===== src/instr_decode_pkg.sv =====
/*
 Constants, encodings and phase type for the 14-bit instruction decoder.
 Assumes a single clock domain; every user writes instr_decode_pkg::name.
*/
package instr_decode_pkg;

   // Word and field widths
   localparam int INSTR_W = 14;
   localparam int DATA_W = 8;
   localparam int FADDR_W = 7;
   localparam int PC_W = 11;
   localparam int STACK_D = 8;
   localparam int REG_DATA_W = 16;
   localparam int REG_ADDR_W = 2;

   // Oscillator periods in one instruction cycle
   localparam int OSC_PER_CYCLE = 4;

   // Format groups in the top two bits
   localparam logic [1:0] GRP_BYTE = 2'h0;
   localparam logic [1:0] GRP_BIT = 2'h1;
   localparam logic [1:0] GRP_CTL = 2'h2;
   localparam logic [1:0] GRP_LIT = 2'h3;

   // Byte-oriented operation codes
   localparam logic [3:0] OP_MISC = 4'h0;
   localparam logic [3:0] OP_CLR = 4'h1;
   localparam logic [3:0] OP_SUB = 4'h2;
   localparam logic [3:0] OP_DEC = 4'h3;
   localparam logic [3:0] OP_IOR = 4'h4;
   localparam logic [3:0] OP_AND = 4'h5;
   localparam logic [3:0] OP_XOR = 4'h6;
   localparam logic [3:0] OP_ADD = 4'h7;
   localparam logic [3:0] OP_MOV = 4'h8;
   localparam logic [3:0] OP_COM = 4'h9;
   localparam logic [3:0] OP_INC = 4'hA;
   localparam logic [3:0] OP_DECSZ = 4'hB;
   localparam logic [3:0] OP_RRC = 4'hC;
   localparam logic [3:0] OP_RLC = 4'hD;
   localparam logic [3:0] OP_SWAP = 4'hE;
   localparam logic [3:0] OP_INCSZ = 4'hF;

   // Bit-oriented codes
   localparam logic [1:0] BIT_CLR = 2'h0;
   localparam logic [1:0] BIT_SET = 2'h1;
   localparam logic [1:0] BIT_TSC = 2'h2;
   localparam logic [1:0] BIT_TSS = 2'h3;

   // Literal codes that are fully decoded
   localparam logic [3:0] LIT_IOR = 4'h8;
   localparam logic [3:0] LIT_AND = 4'h9;
   localparam logic [3:0] LIT_XOR = 4'hA;

   // Fixed control words
   localparam logic [13:0] W_NOP = 14'h0000;
   localparam logic [13:0] W_RETURN = 14'h0008;
   localparam logic [13:0] W_RETINT = 14'h0009;
   localparam logic [13:0] W_SLEEP = 14'h0063;
   localparam logic [13:0] W_KICK = 14'h0064;

   // File addresses with side effects
   localparam logic [6:0] PORT_ADDR = 7'h05;
   localparam logic [6:0] TIMER_ADDR = 7'h01;

   // Register port map (word indices)
   localparam logic [1:0] REG_CTRL = 2'h0;
   localparam logic [1:0] REG_STAT = 2'h1;
   localparam logic [1:0] REG_ACC = 2'h2;
   localparam logic [1:0] REG_PC = 2'h3;
   localparam int CTRL_RUN_BIT = 0;
   localparam int CTRL_PSA_TMR_BIT = 1;
   localparam logic [1:0] CTRL_RESET = 2'h1;

   typedef enum logic [3:0] {
      PH_FETCH = 4'h1,
      PH_DECODE = 4'h2,
      PH_READ = 4'h4,
      PH_EXEC = 4'h8
   } phase_type;

endpackage


===== src/instr_decode_14bit.sv =====
/*
 Instruction decoder and sequencer for a 14-bit-word 8-bit controller core.
 Assumes program memory answers pc_o combinationally on instr_i, file memory
 returns read data the cycle after file_rd_o, and inputs are synchronous.
*/
// Design decisions made here: strobed register access and the placing of the registers.
`timescale 1ns/10ps

// Functional notes
// - Instruction words are 14 bits: opcode field plus operand fields.
// - Byte ops write result to accumulator when d is 0, file when 1.
// - File operand is a 7-bit direct address, 0x00 to 0x7F.
// - One instruction cycle is four clock periods.
// - Skips and program counter changes take two cycles, second a no-op.
// - File instructions read, modify, write; port read clears port-change condition.
// - Reads of the port register take pin levels, not the output latch.
// - Writing the timer count clears prescaler when assigned to the timer.
// - Byte ops: top 00, 4-bit code; add 0111, and 0101, or 0100.
// - Decrement/increment skip-if-zero update target, skip on zero, no flags.
// - Rotates go through carry and change only carry.
// - Bit ops: top 01, codes clear, set, skip-if-clear, skip-if-set.
// - Bit index selects one of eight bits of the file register.
// - Literal or 1000, and 1001, add 111x; and/or update only zero.
// - Subtract-from-immediate 110x updates carry, digit carry and zero.
// - Immediate xor updates zero; immediate load touches no flags.
// - Return-with-immediate loads accumulator, returns, takes two cycles.
// - Call and jump carry 11-bit targets and take two cycles.
// - Standby and watchdog-kick words update timeout and sleep flags.
// - Don't-care encoding bits are ignored.
// - Kick and standby clear watchdog and its prescaler when assigned.
// - Standby clears sleep-entered flag, sets timeout flag, watchdog runs.
// - A met skip discards the fetched next instruction as a no-op.
module instr_decode_14bit #(
   parameter int PC_W = instr_decode_pkg::PC_W,
   parameter int STACK_D = instr_decode_pkg::STACK_D
) (
   // Clock and reset
   input wire logic clk_i,
   input wire logic reset_n_i,
   // Program memory
   output logic [PC_W-1:0] pc_o,
   input wire logic [instr_decode_pkg::INSTR_W-1:0] instr_i,
   // File register space
   output logic [instr_decode_pkg::FADDR_W-1:0] file_addr_o,
   output logic file_rd_o,
   input wire logic [instr_decode_pkg::DATA_W-1:0] file_rdata_i,
   output logic file_wr_o,
   output logic [instr_decode_pkg::DATA_W-1:0] file_wdata_o,
   input wire logic [instr_decode_pkg::DATA_W-1:0] pin_level_i,
   // Side effects and core state
   output logic prescaler_clear_o,
   output logic wdt_clear_o,
   output logic port_change_clear_o,
   output logic standby_o,
   input wire logic wake_i,
   output logic [instr_decode_pkg::DATA_W-1:0] acc_o,
   output logic carry_o,
   output logic digit_carry_o,
   output logic zero_o,
   output logic timeout_flag_o,
   output logic sleep_entered_flag_o,
   // Register port
   input wire logic [instr_decode_pkg::REG_ADDR_W-1:0] reg_addr_i,
   input wire logic [instr_decode_pkg::DATA_W-1:0] reg_wdata_i,
   input wire logic reg_wr_i,
   input wire logic reg_rd_i,
   output logic [instr_decode_pkg::REG_DATA_W-1:0] reg_rdata_o
);

   localparam int SP_W = $clog2(STACK_D);

   instr_decode_pkg::phase_type ph_reg;
   instr_decode_pkg::phase_type ph_next;
   logic [13:0] ir_reg;
   logic discard_reg;
   logic hold_reg;
   logic [1:0] ctrl_reg;
   logic [SP_W-1:0] sp_reg;
   logic [PC_W-1:0] stack_mem [STACK_D];

   ////////////////////////////////////////////////////////////////////////
   // Field decode

   wire [1:0] grp = ir_reg[13:12];
   wire [3:0] opc = ir_reg[11:8];
   wire d_bit = ir_reg[7];
   wire [6:0] faddr = ir_reg[6:0];
   wire [2:0] bsel = ir_reg[9:7];
   wire [1:0] bcode = ir_reg[11:10];
   wire [7:0] lit = ir_reg[7:0];
   wire [PC_W-1:0] target = ir_reg[PC_W-1:0];

   wire is_byte = (grp == instr_decode_pkg::GRP_BYTE);
   wire is_bit = (grp == instr_decode_pkg::GRP_BIT);
   wire is_lit = (grp == instr_decode_pkg::GRP_LIT);
   wire no_file = (opc == instr_decode_pkg::OP_MISC) | (opc == instr_decode_pkg::OP_CLR);
   // Every file-naming instruction reads first, even pure writes
   wire file_op = is_bit | (is_byte & ~(no_file & ~d_bit));
   wire run = ctrl_reg[instr_decode_pkg::CTRL_RUN_BIT];
   wire psa_tmr = ctrl_reg[instr_decode_pkg::CTRL_PSA_TMR_BIT];
   wire go = run & ~standby_o;
   wire at_exec = (ph_reg == instr_decode_pkg::PH_EXEC);
   wire at_decode = (ph_reg == instr_decode_pkg::PH_DECODE);
   wire at_fetch = (ph_reg == instr_decode_pkg::PH_FETCH);

   ////////////////////////////////////////////////////////////////////////
   // Operand and adder

   // Port reads return what the pins carry
   wire port_hit = (file_addr_o == instr_decode_pkg::PORT_ADDR);
   wire [7:0] fval = port_hit ? pin_level_i : file_rdata_i;
   wire [7:0] b = is_lit ? lit : fval;
   wire sub_sel = (is_byte & (opc == instr_decode_pkg::OP_SUB)) | (is_lit & (opc[3:1] == 3'h6));
   wire [7:0] y = sub_sel ? ~acc_o : acc_o;
   // Carry out of bit 7, digit carry out of bit 3
   wire [8:0] sum9 = {1'b0, b} + {1'b0, y} + {8'h00, sub_sel};
   wire [4:0] nib5 = {1'b0, b[3:0]} + {1'b0, y[3:0]} + {4'h0, sub_sel};
   wire [7:0] b_inc = b + 8'h01;
   wire [7:0] b_dec = b - 8'h01;
   wire [7:0] bmask = 8'h01 << bsel;

   ////////////////////////////////////////////////////////////////////////
   // Execute decode

   logic [7:0] res;
   logic c_val;
   logic wc;
   logic wdc;
   logic wz;
   logic to_acc;
   logic to_file;
   logic skip;
   logic jump;
   logic push;
   logic pop;
   logic sleep_hit;
   logic kick_hit;

   always_comb begin
      res = sum9[7:0];
      c_val = sum9[8];
      wc = 1'b0;
      wdc = 1'b0;
      wz = 1'b0;
      to_acc = 1'b0;
      to_file = 1'b0;
      skip = 1'b0;
      jump = 1'b0;
      push = 1'b0;
      pop = 1'b0;
      sleep_hit = 1'b0;
      kick_hit = 1'b0;
      case (grp)
         instr_decode_pkg::GRP_BYTE: begin
            to_acc = ~d_bit;
            to_file = d_bit;
            case (opc)
               instr_decode_pkg::OP_MISC: begin
                  res = acc_o;
                  to_acc = 1'b0;
                  case (ir_reg)
                     instr_decode_pkg::W_RETURN: pop = 1'b1;
                     instr_decode_pkg::W_RETINT: pop = 1'b1;
                     instr_decode_pkg::W_SLEEP: sleep_hit = 1'b1;
                     instr_decode_pkg::W_KICK: kick_hit = 1'b1;
                     default: ;
                  endcase
               end
               instr_decode_pkg::OP_CLR: begin
                  res = 8'h00;
                  wz = 1'b1;
               end
               instr_decode_pkg::OP_SUB: begin
                  wc = 1'b1;
                  wdc = 1'b1;
                  wz = 1'b1;
               end
               instr_decode_pkg::OP_DEC: begin
                  res = b_dec;
                  wz = 1'b1;
               end
               instr_decode_pkg::OP_IOR: begin
                  res = b | acc_o;
                  wz = 1'b1;
               end
               instr_decode_pkg::OP_AND: begin
                  res = b & acc_o;
                  wz = 1'b1;
               end
               instr_decode_pkg::OP_XOR: begin
                  res = b ^ acc_o;
                  wz = 1'b1;
               end
               instr_decode_pkg::OP_ADD: begin
                  wc = 1'b1;
                  wdc = 1'b1;
                  wz = 1'b1;
               end
               instr_decode_pkg::OP_MOV: begin
                  res = b;
                  wz = 1'b1;
               end
               instr_decode_pkg::OP_COM: begin
                  res = ~b;
                  wz = 1'b1;
               end
               instr_decode_pkg::OP_INC: begin
                  res = b_inc;
                  wz = 1'b1;
               end
               instr_decode_pkg::OP_DECSZ: begin
                  res = b_dec;
                  skip = (b_dec == 8'h00);
               end
               instr_decode_pkg::OP_INCSZ: begin
                  res = b_inc;
                  skip = (b_inc == 8'h00);
               end
               instr_decode_pkg::OP_RRC: begin
                  res = {carry_o, b[7:1]};
                  c_val = b[0];
                  wc = 1'b1;
               end
               instr_decode_pkg::OP_RLC: begin
                  res = {b[6:0], carry_o};
                  c_val = b[7];
                  wc = 1'b1;
               end
               instr_decode_pkg::OP_SWAP: res = {b[3:0], b[7:4]};
               default: ;
            endcase
         end
         instr_decode_pkg::GRP_BIT: begin
            res = b;
            case (bcode)
               instr_decode_pkg::BIT_CLR: begin
                  res = b & ~bmask;
                  to_file = 1'b1;
               end
               instr_decode_pkg::BIT_SET: begin
                  res = b | bmask;
                  to_file = 1'b1;
               end
               instr_decode_pkg::BIT_TSC: skip = ~b[bsel];
               instr_decode_pkg::BIT_TSS: skip = b[bsel];
               default: ;
            endcase
         end
         instr_decode_pkg::GRP_CTL: begin
            jump = 1'b1;
            push = ~ir_reg[11];
         end
         default: begin
            to_acc = 1'b1;
            // Wildcards stand for don't-care bits
            casez (opc)
               4'b00??: res = lit;
               4'b01??: begin
                  res = lit;
                  pop = 1'b1;
               end
               instr_decode_pkg::LIT_IOR: begin
                  res = lit | acc_o;
                  wz = 1'b1;
               end
               instr_decode_pkg::LIT_AND: begin
                  res = lit & acc_o;
                  wz = 1'b1;
               end
               instr_decode_pkg::LIT_XOR: begin
                  res = lit ^ acc_o;
                  wz = 1'b1;
               end
               4'b11??: begin
                  wc = 1'b1;
                  wdc = 1'b1;
                  wz = 1'b1;
               end
               default: to_acc = 1'b0;
            endcase
         end
      endcase
   end

   wire redirect = jump | pop;
   wire [PC_W-1:0] pc_inc = pc_o + PC_W'(1);
   wire [SP_W-1:0] sp_top = sp_reg - SP_W'(1);
   wire tmr_write = to_file & (faddr == instr_decode_pkg::TIMER_ADDR);
   wire wdt_hit = sleep_hit | kick_hit;

   ////////////////////////////////////////////////////////////////////////
   // Phase sequencer: four clocks per instruction cycle

   always_comb begin
      case (ph_reg)
         instr_decode_pkg::PH_FETCH:
            ph_next = go ? instr_decode_pkg::PH_DECODE : instr_decode_pkg::PH_FETCH;
         instr_decode_pkg::PH_DECODE: ph_next = instr_decode_pkg::PH_READ;
         instr_decode_pkg::PH_READ: ph_next = instr_decode_pkg::PH_EXEC;
         instr_decode_pkg::PH_EXEC: ph_next = instr_decode_pkg::PH_FETCH;
         default: ph_next = instr_decode_pkg::PH_FETCH;
      endcase
   end

   always_ff @(posedge clk_i or negedge reset_n_i) begin
      if (!reset_n_i) begin
         ph_reg <= instr_decode_pkg::PH_FETCH;
      end else begin
         ph_reg <= ph_next;
      end
   end

   // A flushed slot executes as a no-op
   always_ff @(posedge clk_i or negedge reset_n_i) begin
      if (!reset_n_i) begin
         ir_reg <= instr_decode_pkg::W_NOP;
      end else if (at_fetch && go) begin
         ir_reg <= discard_reg ? instr_decode_pkg::W_NOP : instr_i;
      end
   end

   always_ff @(posedge clk_i or negedge reset_n_i) begin
      if (!reset_n_i) begin
         discard_reg <= 1'b0;
         hold_reg <= 1'b0;
      end else if (at_exec) begin
         discard_reg <= skip | redirect;
         hold_reg <= redirect;
      end
   end

   ////////////////////////////////////////////////////////////////////////
   // Program counter and return stack

   always_ff @(posedge clk_i or negedge reset_n_i) begin
      if (!reset_n_i) begin
         pc_o <= '0;
         sp_reg <= '0;
      end else if (at_exec) begin
         if (jump) begin
            pc_o <= target;
         end else if (pop) begin
            pc_o <= stack_mem[sp_top];
         end else if (!(discard_reg && hold_reg)) begin
            pc_o <= pc_inc;
         end
         if (push) begin
            sp_reg <= sp_reg + SP_W'(1);
         end else if (pop) begin
            sp_reg <= sp_top;
         end
      end
   end

   // Circular stack: overflow silently wraps over the oldest entry
   always_ff @(posedge clk_i) begin
      if (at_exec && push) begin
         stack_mem[sp_reg] <= pc_inc;
      end
   end

   ////////////////////////////////////////////////////////////////////////
   // File register port: read after decode, write after execute

   always_ff @(posedge clk_i or negedge reset_n_i) begin
      if (!reset_n_i) begin
         file_addr_o <= '0;
         file_rd_o <= 1'b0;
         port_change_clear_o <= 1'b0;
      end else begin
         if (at_decode) begin
            file_addr_o <= faddr;
         end
         file_rd_o <= at_decode & file_op;
         port_change_clear_o <= at_decode & file_op & (faddr == instr_decode_pkg::PORT_ADDR);
      end
   end

   always_ff @(posedge clk_i or negedge reset_n_i) begin
      if (!reset_n_i) begin
         file_wr_o <= 1'b0;
         file_wdata_o <= '0;
      end else begin
         file_wr_o <= at_exec & to_file;
         if (at_exec) begin
            file_wdata_o <= res;
         end
      end
   end

   ////////////////////////////////////////////////////////////////////////
   // Accumulator and status flags

   always_ff @(posedge clk_i or negedge reset_n_i) begin
      if (!reset_n_i) begin
         acc_o <= '0;
         carry_o <= 1'b0;
         digit_carry_o <= 1'b0;
         zero_o <= 1'b0;
      end else if (at_exec) begin
         if (to_acc) begin
            acc_o <= res;
         end
         if (wc) begin
            carry_o <= c_val;
         end
         if (wdc) begin
            digit_carry_o <= nib5[4];
         end
         if (wz) begin
            zero_o <= (res == 8'h00);
         end
      end
   end

   ////////////////////////////////////////////////////////////////////////
   // Standby, watchdog and prescaler side effects

   always_ff @(posedge clk_i or negedge reset_n_i) begin
      if (!reset_n_i) begin
         timeout_flag_o <= 1'b1;
         sleep_entered_flag_o <= 1'b1;
         standby_o <= 1'b0;
      end else begin
         if (at_exec && wdt_hit) begin
            timeout_flag_o <= 1'b1;
            sleep_entered_flag_o <= kick_hit;
         end
         // Entry wins over a wake in the same cycle
         if (at_exec && sleep_hit) begin
            standby_o <= 1'b1;
         end else if (wake_i) begin
            standby_o <= 1'b0;
         end
      end
   end

   always_ff @(posedge clk_i or negedge reset_n_i) begin
      if (!reset_n_i) begin
         wdt_clear_o <= 1'b0;
         prescaler_clear_o <= 1'b0;
      end else begin
         wdt_clear_o <= at_exec & wdt_hit;
         prescaler_clear_o <= at_exec & ((tmr_write & psa_tmr) | (wdt_hit & ~psa_tmr));
      end
   end

   ////////////////////////////////////////////////////////////////////////
   // Register port

   wire [15:0] stat_word = {10'h000, standby_o, timeout_flag_o, sleep_entered_flag_o,
                            zero_o, digit_carry_o, carry_o};
   wire [15:0] rd_mux = (reg_addr_i == instr_decode_pkg::REG_CTRL) ? {14'h0000, ctrl_reg} :
                        (reg_addr_i == instr_decode_pkg::REG_STAT) ? stat_word :
                        (reg_addr_i == instr_decode_pkg::REG_ACC) ? {8'h00, acc_o} :
                        16'(pc_o);

   always_ff @(posedge clk_i or negedge reset_n_i) begin
      if (!reset_n_i) begin
         ctrl_reg <= instr_decode_pkg::CTRL_RESET;
         reg_rdata_o <= '0;
      end else begin
         if (reg_wr_i && reg_addr_i == instr_decode_pkg::REG_CTRL) begin
            ctrl_reg <= reg_wdata_i[1:0];
         end
         reg_rdata_o <= reg_rd_i ? rd_mux : 16'h0000;
      end
   end

endmodule


===== config.mk =====
export PLATFORM = sky130hd
export DESIGN_NAME = instr_decode_14bit
export DESIGN_NICKNAME = d
export VERILOG_FILES = /design/src/instr_decode_pkg.sv /design/src/instr_decode_14bit.sv
export SDC_FILE = /design/constraint.sdc
export NUM_CORES = 1
export LEC_CHECK = 0
export BUFFER_PORTS_ARGS = -buffer_cell sky130_fd_sc_hd__buf_2
export CELL_PAD_IN_SITES_DETAIL_PLACEMENT = 1
export CELL_PAD_IN_SITES_GLOBAL_PLACEMENT = 2
export CORE_MARGIN = 2
export CORE_UTILIZATION = 35
export CTS_CLUSTER_SIZE = 28
export DETAILED_ROUTE_END_ITERATION = 8
export HOLD_SLACK_MARGIN = 0.1
export PLACE_DENSITY = 0.79
export SLEW_MARGIN = 20
export SYNTH_ARGS = -nofsm -noshare
export SYNTH_HDL_FRONTEND = slang
export SYNTH_SLANG_ARGS = --single-unit

===== constraint.sdc =====
create_clock -name clk_i -period 3.8 [get_ports clk_i]
set_input_delay 0 -clock clk_i [delete_from_list [all_inputs] [get_ports clk_i]]
set_output_delay 0 -clock clk_i [all_outputs]
set_load 0.005 [all_outputs]

# Yosys cells after proc, flatten, opt, wreduce, memory -nomap -nowiden
# Memory sizes are Yosys's and may differ from the RTL's.
# Index checks and enable logic that the tools add are counted.
[word_totals] regBits=80 mem_bits_rw=88 in_bits=45 output_inout_bits=61 wordCells=192 memories=1
[classes] n_addsub=9 n_lt_le_gt_ge=1 n_eq_ne=36 n_shift=1 muxes=55 bitwise=37 reduce_logical=31
[memory_table] memory="stack_mem" words=8 width=11 rd=1 rd_ports_with_merged_regs=0 wr=1 line="instr_decode_14bit.sv:79" source="logic [PC_W-1:0] stack_mem [STACK_D];"
[ops] op="8-bit one-hot mux with 12 select lines" n=1
[ops] op="11-bit 2-to-1 mux" n=7
[ops] op="4-bit == test, second input constant" n=9
[ops] op="8-bit one-hot mux with 4 select lines" n=1
[ops] op="14-bit by 4-bit == test with 1-bit output, second input constant" n=2
[ops] op="14-bit by 7-bit == test with 1-bit output, second input constant" n=2
[ops] op="1-bit 2-to-1 mux" n=25
[ops] op="8-bit bitwise AND" n=3
[ops] op="8-bit zero test" n=3
[ops] op="8-bit 2-to-1 mux" n=3
[ops] op="8-bit NOT" n=3
[ops] op="8-bit OR" n=3
[ops] op="8-bit one-hot mux with 3 select lines" n=1
[ops] op="4-bit by 3-bit == test with 1-bit output, second input constant" n=5
[ops] op="1-bit one-hot mux with 2 select lines" n=10
[ops] op="8-bit one-hot mux with 2 select lines" n=1
[ops] op="8-bit bitwise XOR" n=2
[ops] op="7-bit by 3-bit == test with 1-bit output, second input constant" n=2
[ops] op="14-bit 2-to-1 mux" n=1
[ops] op="1-bit bitwise AND" n=13
[ops] op="4-bit by 2-bit == test with 1-bit output, second input constant" n=3
[ops] op="4-bit one-hot mux with 3 select lines" n=1
[ops] op="2-bit AND reduction" n=6
[ops] op="2-bit OR reduction" n=6
[ops] op="29 further kinds" n=57

# Logic depth before layout (Yosys ltp)
# Gate-level depths: netlist of run 1.
[depth] depth_word=9 ltp_mapped=18 mapped_depth_nobuf=16

# Worst setup path before layout of run 1
# OpenSTA, ideal clock, no wires.
[synth_timing] kind="register to register" start="reg file_addr_o[5] (netlist bit)" end="reg zero_o" setup_time_ns=0.066 t_arrival_ns=3.596 t_required_ns=3.734 path_slack_ns=0.138 path_stages_with_launch=17 n_path_buf=2 synth_period_minus_slack_ns=3.662 path_cell_list="dfrtp_1 -> nor4b_2 -> a41oi_2 -> a22o_1 -> buf_6 -> inv_4 -> buf_6 -> ha_1 -> nor2b_1 -> nor3_1 -> o21bai_1 -> a21oi_1 -> xnor2_1 -> a311o_1 -> a21o_1 -> nor4_1 -> a31o_1"
[synth_between] elab_chain_len=8 word_cells_on_any_way=18 classes_between="add/sub (4); eq/ne (1); mux (6); bitwise (6); reduce/logical (1)"
[synth_rtl] item="start: declaration" line="instr_decode_14bit.sv:44" source="output logic [instr_decode_pkg::FADDR_W-1:0] file_addr_o,"
[synth_rtl] item="start signal: assignment" line="instr_decode_14bit.sv:372" source="file_addr_o <= faddr;"
[synth_rtl] item="7-bit by 3-bit == test with 1-bit output (*)" line="instr_decode_14bit.sv:110" source="wire port_hit = (file_addr_o == instr_decode_pkg::PORT_ADDR);"
[synth_rtl] item="8-bit 2-to-1 mux (*)" line="instr_decode_14bit.sv:111" source="wire [7:0] fval = port_hit ? pin_level_i : file_rdata_i;"
[synth_rtl] item="8-bit 2-to-1 mux (*)" line="instr_decode_14bit.sv:112" source="wire [7:0] b = is_lit ? lit : fval;"
[synth_rtl] item="8-bit by 8-bit adder with 9-bit output" line="instr_decode_14bit.sv:116" source="wire [8:0] sum9 = {1'b0, b} + {1'b0, y} + {8'h00, sub_sel};"
[synth_rtl] item="9-bit by 1-bit adder with 9-bit output" line="instr_decode_14bit.sv:116"
[synth_rtl] item="8-bit one-hot mux with 12 select lines / 8-bit one-hot mux with 4 select lines (equally long branches)" line="instr_decode_14bit.sv:157, instr_decode_14bit.sv:256"
[synth_rtl] item="8-bit one-hot mux with 3 select lines (*)" line="instr_decode_14bit.sv:153" source="case (grp)"
[synth_rtl] item="8-bit zero test (*)" line="instr_decode_14bit.sv:411" source="zero_o <= (res == 8'h00);"
[synth_rtl] item="end signal: assignment" line="instr_decode_14bit.sv:411"
[synth_rtl] item="end: declaration" line="instr_decode_14bit.sv:59" source="output logic zero_o,"
# Every way passes the cells marked *; elsewhere a longest branch is shown, timed or not.
# A chain may end at the register's enable or synchronous reset.

# Worst setup path after layout of run 1
# Same ends and word-level chain as after synthesis.

==> metrics.yaml, run 1 <==
fillers: 3199
slew_violations: 0
nets: 1274
worstPathMaxFanout: 7
p_clk_share_pct: 24.0
async_flop_share_pct: 47.62
r2r-end: "zero_o"
status: "completed"
coreArea_mm2: 0.02878
relSlewSlack_pct: 28.20
finalHoldViolCount: 0
switchingPower_uw: 3193
clockRootBuffer: "clkbuf_16"
grt_max_degree: 49
yosysSeqAreaShare_pct: 45.35
die_w_um: 175.1
critical_path_class: "flop to flop"
finClkSkew_ps: 17.35
whs_endpoint: "standby_o"
cp_data_required_time_ps: 4180
die_h_um: 175.1
ff2ff_path_depth: 16
boundaryPins: 106
reg2reg_slack_ps: 140
htreeDepth: 4
post-route-drc-count: 0
rows: 62
clock_path_buffers: 2
port_buffers: 93
fin_crit_sh_pct: 96.35
p_int_uw: 4431
p_leak_uw: 0.005068
viasPerCell: 5.845
cts_tree: "done"
vias: 9230
clock.fmax_mhz: 273.1
cp.arrival_ps: 4040
finish.utilization_pct: 44.26
synth_adder_area_share_pct: 5.811
synth_simple_gate_area_share_pct: 15.65
synth_cell_type_count: 89
start_util_pct: 35.61
area_delta_synth_final_pct: 24.27
setup_viol: 0
ys.flop_type: "edfxtp_1"
peakVddDrop_mv: 0.3029
ys_seq_elements: 168
avgSynthCellArea_um2: 10.26
drtAntennaViolNets: 0
drive_above_1_share_pct: 26.53
track_usage_pct: 26.32
clock_latency_ps: 450
fin_crit_ps: 3661
max_cap_violations: 0
dp.cells: 1518
register_area_mm2: 0.004648
grt_pass1_vias: 9724
worst_setup_path_end_kind: "flop"
hp-class: "input pin to flop"
cp-startpoint: "file_addr_o[5]"
drt-total-wl_um: 40070
grt-ovfl-total: 0
whs_ps: 315.4
mostFrequentLayoutCells: "115 x buf_4, 103 x nand2_1, 92 x buf_2, 88 x edfxtp_1, 77 x dfrtp_1"
syn_inst: 999
first_pass_iters: 6
dr.first_iter.drc_count: 681
synth_top_family_by_area: "compound AO/OA/AOI/OAI gates"
dpl.hpwl_um: 29040
whs_path_depth: 3
p_sw_share_pct: 41.88
wl_per_cell_um: 25.37
final_common_cell: "buf_4"
numCtsBuffers: 17
final_cells: 1579
power.density_mw_per_mm2: 598.5
r2r-start: "file_addr_o[5]"
clk_pin_slew_ps: 80
synth-xor-area-share_pct: 2.820
dieArea_mm2: 0.03067
synth_compound_area_share_pct: 17.05
synth_edf_count: 88
worstHoldStart: "wake_i"
gp_congestion: 0.9351
largest_reg_flops: 88
grt_pass1_wl_um: 60530
multiInputGateArea_mm2: 0.005228
start_kind: "flop"
seqPwrFrac_pct: 29.7
clock-sinks: 168
synthMuxAreaShare_pct: 8.496
synth_warnings: 0
tightest_slew_ps: 1077
comb_power_share_pct: 46.2
antenna_found_initial: 0
num_antenna_cells: 0
synth_area_mm2: 0.01025
[layer usage]
metal / wire (um) / track usage [%]
met1: 17050 / 34.11
met2: 19080 / 43.32
met3: 1816 / 3.177
met4: 2116 / 13.54
met5: 0 / 0
[power by group through the flow]
stage / Sequential, uW / Combinational [uW] / Clock (uW)
2_1_floorplan: 2270 / 1810 / 0
3_3_place_gp: 2280 / 3280 / 0
3_5_place_dp: 2290 / 3320 / 0
4_1_cts: 2260 / 3380 / 1870
5_1_grt: 2290 / 3770 / 1930
6_report: 2270 / 3520 / 1830
[cells in the mapped netlist (13+ instances only)]
master	instances	share of area [%]
edfxtp_1	88	26
and3_1	13	0.79
nand2_1	103	3.8
nand3b_1	13	0.95
nor3_1	15	0.73
inv_1	29	1.1
xnor2_1	28	2.4
mux2i_1	15	1.5
nand2b_1	13	0.79
nand3_1	26	1.3
clkbuf_1	47	1.7
mux4_2	26	5.7
dfrtp_1	77	19
o21ai_0	69	3.4
ha_1	46	5.6
a21oi_1	52	2.5
nor2_1	76	2.8
[worst max-delay path, cell delays in order, from the launching register on]
cell and delay [ps]:
dfrtp_1 400, or4b_4 590, buf_4 180, o21ai_1 160, nand2_2 80, nand2_2 110, inv_2 50, buf_4 160
ha_1 180, nand3_1 80, a31oi_1 70, a221o_1 280, a221o_1 270, o221ai_1 400, nand4b_1 180, nor4_1 220
a31o_1 180
[final cells by class]
| cell class | count | share of cell area [%] |
|---|---|---|
| Tap cell | 384 | 3.772 |
| Multi-Input combinational cell | 722 | 41.04 |
| Timing Repair Buffer | 234 | 12.60 |
| Inverter | 39 | 1.169 |
| Sequential cell | 168 | 36.49 |
| Clock inverter | 15 | 1.582 |
| Clock buffer | 17 | 3.340 |
[per-stage QoR]
| step | power [uW] | setup WS [ps] | setup TNS [ps] | cell area (um2) |
|---|---|---|---|---|
| after floorplan | 4087 | 138.0 | 0 | 10260 |
| after global placement | 5560 | 77.55 | 0 | 11730 |
| after detailed placement | 5615 | 8.809 | 0 | 11730 |
| after CTS | 7504 | 5.076 | 0 | 12640 |
| after global routing | 7986 | -21.73 | -54.37 | 12740 |
| final | 7624 | 138.9 | 0 | 12740 |
[how the worst max path moves through the flow]
stage,to,slack (ps)
after floorplan,zero_o,140
after global placement,acc_o[7],80
after detailed placement,acc_o[5],9
after CTS,zero_o,5
after global routing,zero_o,-20
final,zero_o,140
[cell families (layout without fill, tap and decap cells)]
group           Yosys count  count (layout)
simple gates            323             323
compound gates          260             260
flops                   168             168
buf+inv                 113             305
mux                      53              53
fa+ha+maj                47              47
xor+xnor                 33              33
other cells               2               6
[timing repair]
action	4_1_cts	5_1_grt
setup buffers	0	3
resized for setup	2	15
pin swaps	0	8
endpoints found under the setup margin	2	11
hold buffers	26	0
hold endpoints to repair	60	0
Note: power is estimated with default switching activity, not from simulation.
==> inputs of run 2 (changes only) <==
Settings changed: CORE_UTILIZATION 35 to 42, PLACE_DENSITY 0.79 to 0.88.
Clock period 3.8 ns to 4.38 ns, I/O delays scaled along.
==> run 2 against run 1 <==
  * Combinational power fell by 28%
  * Register-to-register slack improved by 240 ps
  * Worst hold slack worse by 150 ps
  * Sequential share of layout area up 1.8 points
  * Via count down 2.4%
  * Die area down 16%
  * Non-clock buffer count fell by 61
  * Total power is 19% lower
  * Final cell count decreased by 7.7%
  * Largest cell class unchanged
==> metrics.yaml, run 2 (synthesis results as in run 1) <==
dr.first_iter.drc_count: 677  # was 681
nets: 1213  # was 1274
port_buffers: 93  # unchanged
r2r-end: "file_wdata_o[5]"  # was zero_o
clk_pin_slew_ps: 80  # about the same
start_kind: "flop"  # unchanged
grt_pass1_vias: 9368  # was 9724
max_cap_violations: 0  # unchanged
tightest_slew_ps: 1025  # was 1077 ps
reg2reg_slack_ps: 380  # was 140 ps
dp.cells: 1400  # was 1518
numCtsBuffers: 17  # unchanged
clock_latency_ps: 450  # about the same
grt_pass1_wl_um: 58440  # was 60530 um
p_clk_share_pct: 26.0  # was 24.0%
area_delta_synth_final_pct: 18.48  # was 24.27%
seqPwrFrac_pct: 32.9  # was 29.7%
switchingPower_uw: 2627  # was 3193 uW
hp-class: "input pin to asynchronous set/reset pin"  # was input pin to flop
register_area_mm2: 0.004648  # unchanged
num_antenna_cells: 0  # unchanged
ff2ff_path_depth: 13  # was 16
critPathMaxStageDelay_ps: 710  # was 590 ps
total_power_uw: 6173  # was 7624 uW
path_cells: "or4b_1 -> o21ai_2 -> a22o_1 -> inv_4 -> ha_1 -> and3_1 -> a221o_1 -> a31oi_1 -> o21bai_1 -> xnor2_1 -> o21ai_0 -> a21oi_1 -> o21ai_0"  # was or4b_4 -> buf_4 -> o21ai_1 -> nand2_2 -> nand2_2 -> inv_2 -> buf_4 -> ha_1 -> nand3_1 -> a31oi_1 -> a221o_1 -> a221o_1 -> o221ai_1 -> nand4b_1 -> nor4_1 -> a31o_1
rsz0062_at_grt: "false"
viasPerCell: 6.176  # was 5.845
fin_crit_sh_pct: 91.33  # was 96.35%
worstPathMaxFanout: 12  # was 7
clock_path_buffers: 2  # unchanged
drt-total-wl_um: 37880  # was 40070 um
cpLargestDelayFamily: "compound AO/OA/AOI/OAI gates"  # unchanged
coreArea_mm2: 0.02411  # was 0.02878 mm2
first_pass_iters: 5  # was 6
cp.arrival_ps: 4300  # was 4040 ps
cp_slowest_cell: "or4b_1"  # was or4b_4
tns_ps: 0  # unchanged
fillers: 2769  # was 3199
grt_max_degree: 59  # was 49
clockRootBuffer: "clkbuf_16"  # unchanged
status: "completed"  # unchanged
gp_congestion: 0.9722  # was 0.9351
p_int_uw: 3547  # was 4431 uW
rows: 57  # was 62
largest_reg_flops: 88  # unchanged
r2r-start: "file_addr_o[5]"  # unchanged
clock-sinks: 168  # unchanged
whs_ps: 164.4  # was 315.4 ps
track_usage_pct: 30.35  # was 26.32%
die_h_um: 160.2  # was 175.1 um
finClkSkew_ps: 20.98  # was 17.35 ps
htreeDepth: 4  # unchanged
die_w_um: 160.2  # was 175.1 um
dpl.hpwl_um: 26470  # was 29040 um
start_util_pct: 42.52  # was 35.61%
peakVddDrop_mv: 0.3731  # was 0.3029 mV
wl_per_cell_um: 25.98  # was 25.37 um
setup_viol: 0  # unchanged
pre_cts_ws_ps: 399.6  # was 8.809 ps
fin_crit_ps: 4000  # was 3661 ps
dieArea_mm2: 0.02567  # was 0.03067 mm2
relSlewSlack_pct: 31.63  # was 28.20%
post-route-drc-count: 0  # unchanged
power.density_mw_per_mm2: 508.3  # was 598.5 mW/mm2
boundaryPins: 106  # unchanged
vias: 9004  # was 9230
setup_slack_ps: 379.5  # was 138.9 ps
crit_top_cell: "o21ai_0"
antenna_found_initial: 0  # unchanged
final_cells: 1458  # was 1579
multiInputGateArea_mm2: 0.005171  # was 0.005228 mm2
p_sw_share_pct: 42.55  # was 41.88%
p_leak_uw: 0.004754  # was 0.005068 uW
clock.fmax_mhz: 250.0  # was 273.1 MHz
critical_path_class: "flop to flop"  # unchanged
drtAntennaViolNets: 0  # unchanged
cts_tree: "done"  # unchanged
slew_violations: 0  # unchanged
final_common_cell: "nand2_1"  # was buf_4
drive_above_1_share_pct: 21.78  # was 26.53%
worst_setup_path_end_kind: "flop"  # unchanged
comb_power_share_pct: 41.1  # was 46.2%
finalHoldViolCount: 0  # unchanged
cp_data_required_time_ps: 4680  # was 4180 ps
cts_resized: 0  # was 2
mostFrequentLayoutCells: "103 x nand2_1, 93 x buf_2, 88 x edfxtp_1, 77 x dfrtp_1, 75 x nor2_1"  # was 115 x buf_4, 103 x nand2_1, 92 x buf_2, 88 x edfxtp_1, 77 x dfrtp_1
grt-ovfl-total: 0  # unchanged
crit_buf_inv: 1  # was 3
run 2: cell types whose count changed in the layout (fill, tap and decap cells not counted), sizes merged:
cell and delta:
buf -61, clkinv +3, inv -3
run 2: timing repair:
action	in CTS	in global routing
endpoints found under the hold margin	105	0
hold buffers	26	0
setup buffers	0	0
endpoints found under the setup margin	0	0
run 2: metrics by stage:
stage | instance area [um2] | util [%]
after floorplan | 10260 | -
after global placement | 11230 | 46.58
after detailed placement | 11230 | 46.58
after CTS | 12130 | 50.32
after global routing | 12140 | 50.38
final | 12140 | 50.38
run 2: power by group through the flow:
stage               Sequential (uW)  Clock [uW]  Combinational [uW]
global placement               2050           0                2390
floorplan                      1970           0                1570
CTS                            2020        1640                2480
global route                   2060        1690                2740
detailed placement             2050           0                2440
finish                         2030        1610                2530
run 2: final cells by class:
type | count | area share [%]
Tap cell | 324 | 3.338
Clock buffer | 17 | 3.503
Timing Repair Buffer | 173 | 9.293
Inverter | 39 | 1.226
Sequential cell | 168 | 38.28
Clock inverter | 15 | 1.782
Multi-Input combinational cell | 722 | 42.58
run 2: worst max-delay path by stage:
stage / from / end / slack, ps / depth (start not counted)
2_1_floorplan: file_addr_o[5] / zero_o / 720 / 16
3_3_place_gp: file_addr_o[5] / acc_o[7] / 490 / 13
3_5_place_dp: file_addr_o[5] / acc_o[7] / 400 / 13
4_1_cts: file_addr_o[5] / acc_o[7] / 410 / 13
5_1_grt: file_addr_o[5] / file_wdata_o[7] / 80 / 13
6_report: file_addr_o[5] / file_wdata_o[5] / 380 / 13
run 2: routing by layer:
metal	routed length (um)	track usage (%)
met1	15070	37.68
met2	18820	51.81
met3	2134	4.442
met4	1856	15.32
met5	0	0
run 2: worst min-delay path: stages:
cell and delay [ps]:
dlygate4sd3_1 520, buf_4 110, buf_2 420
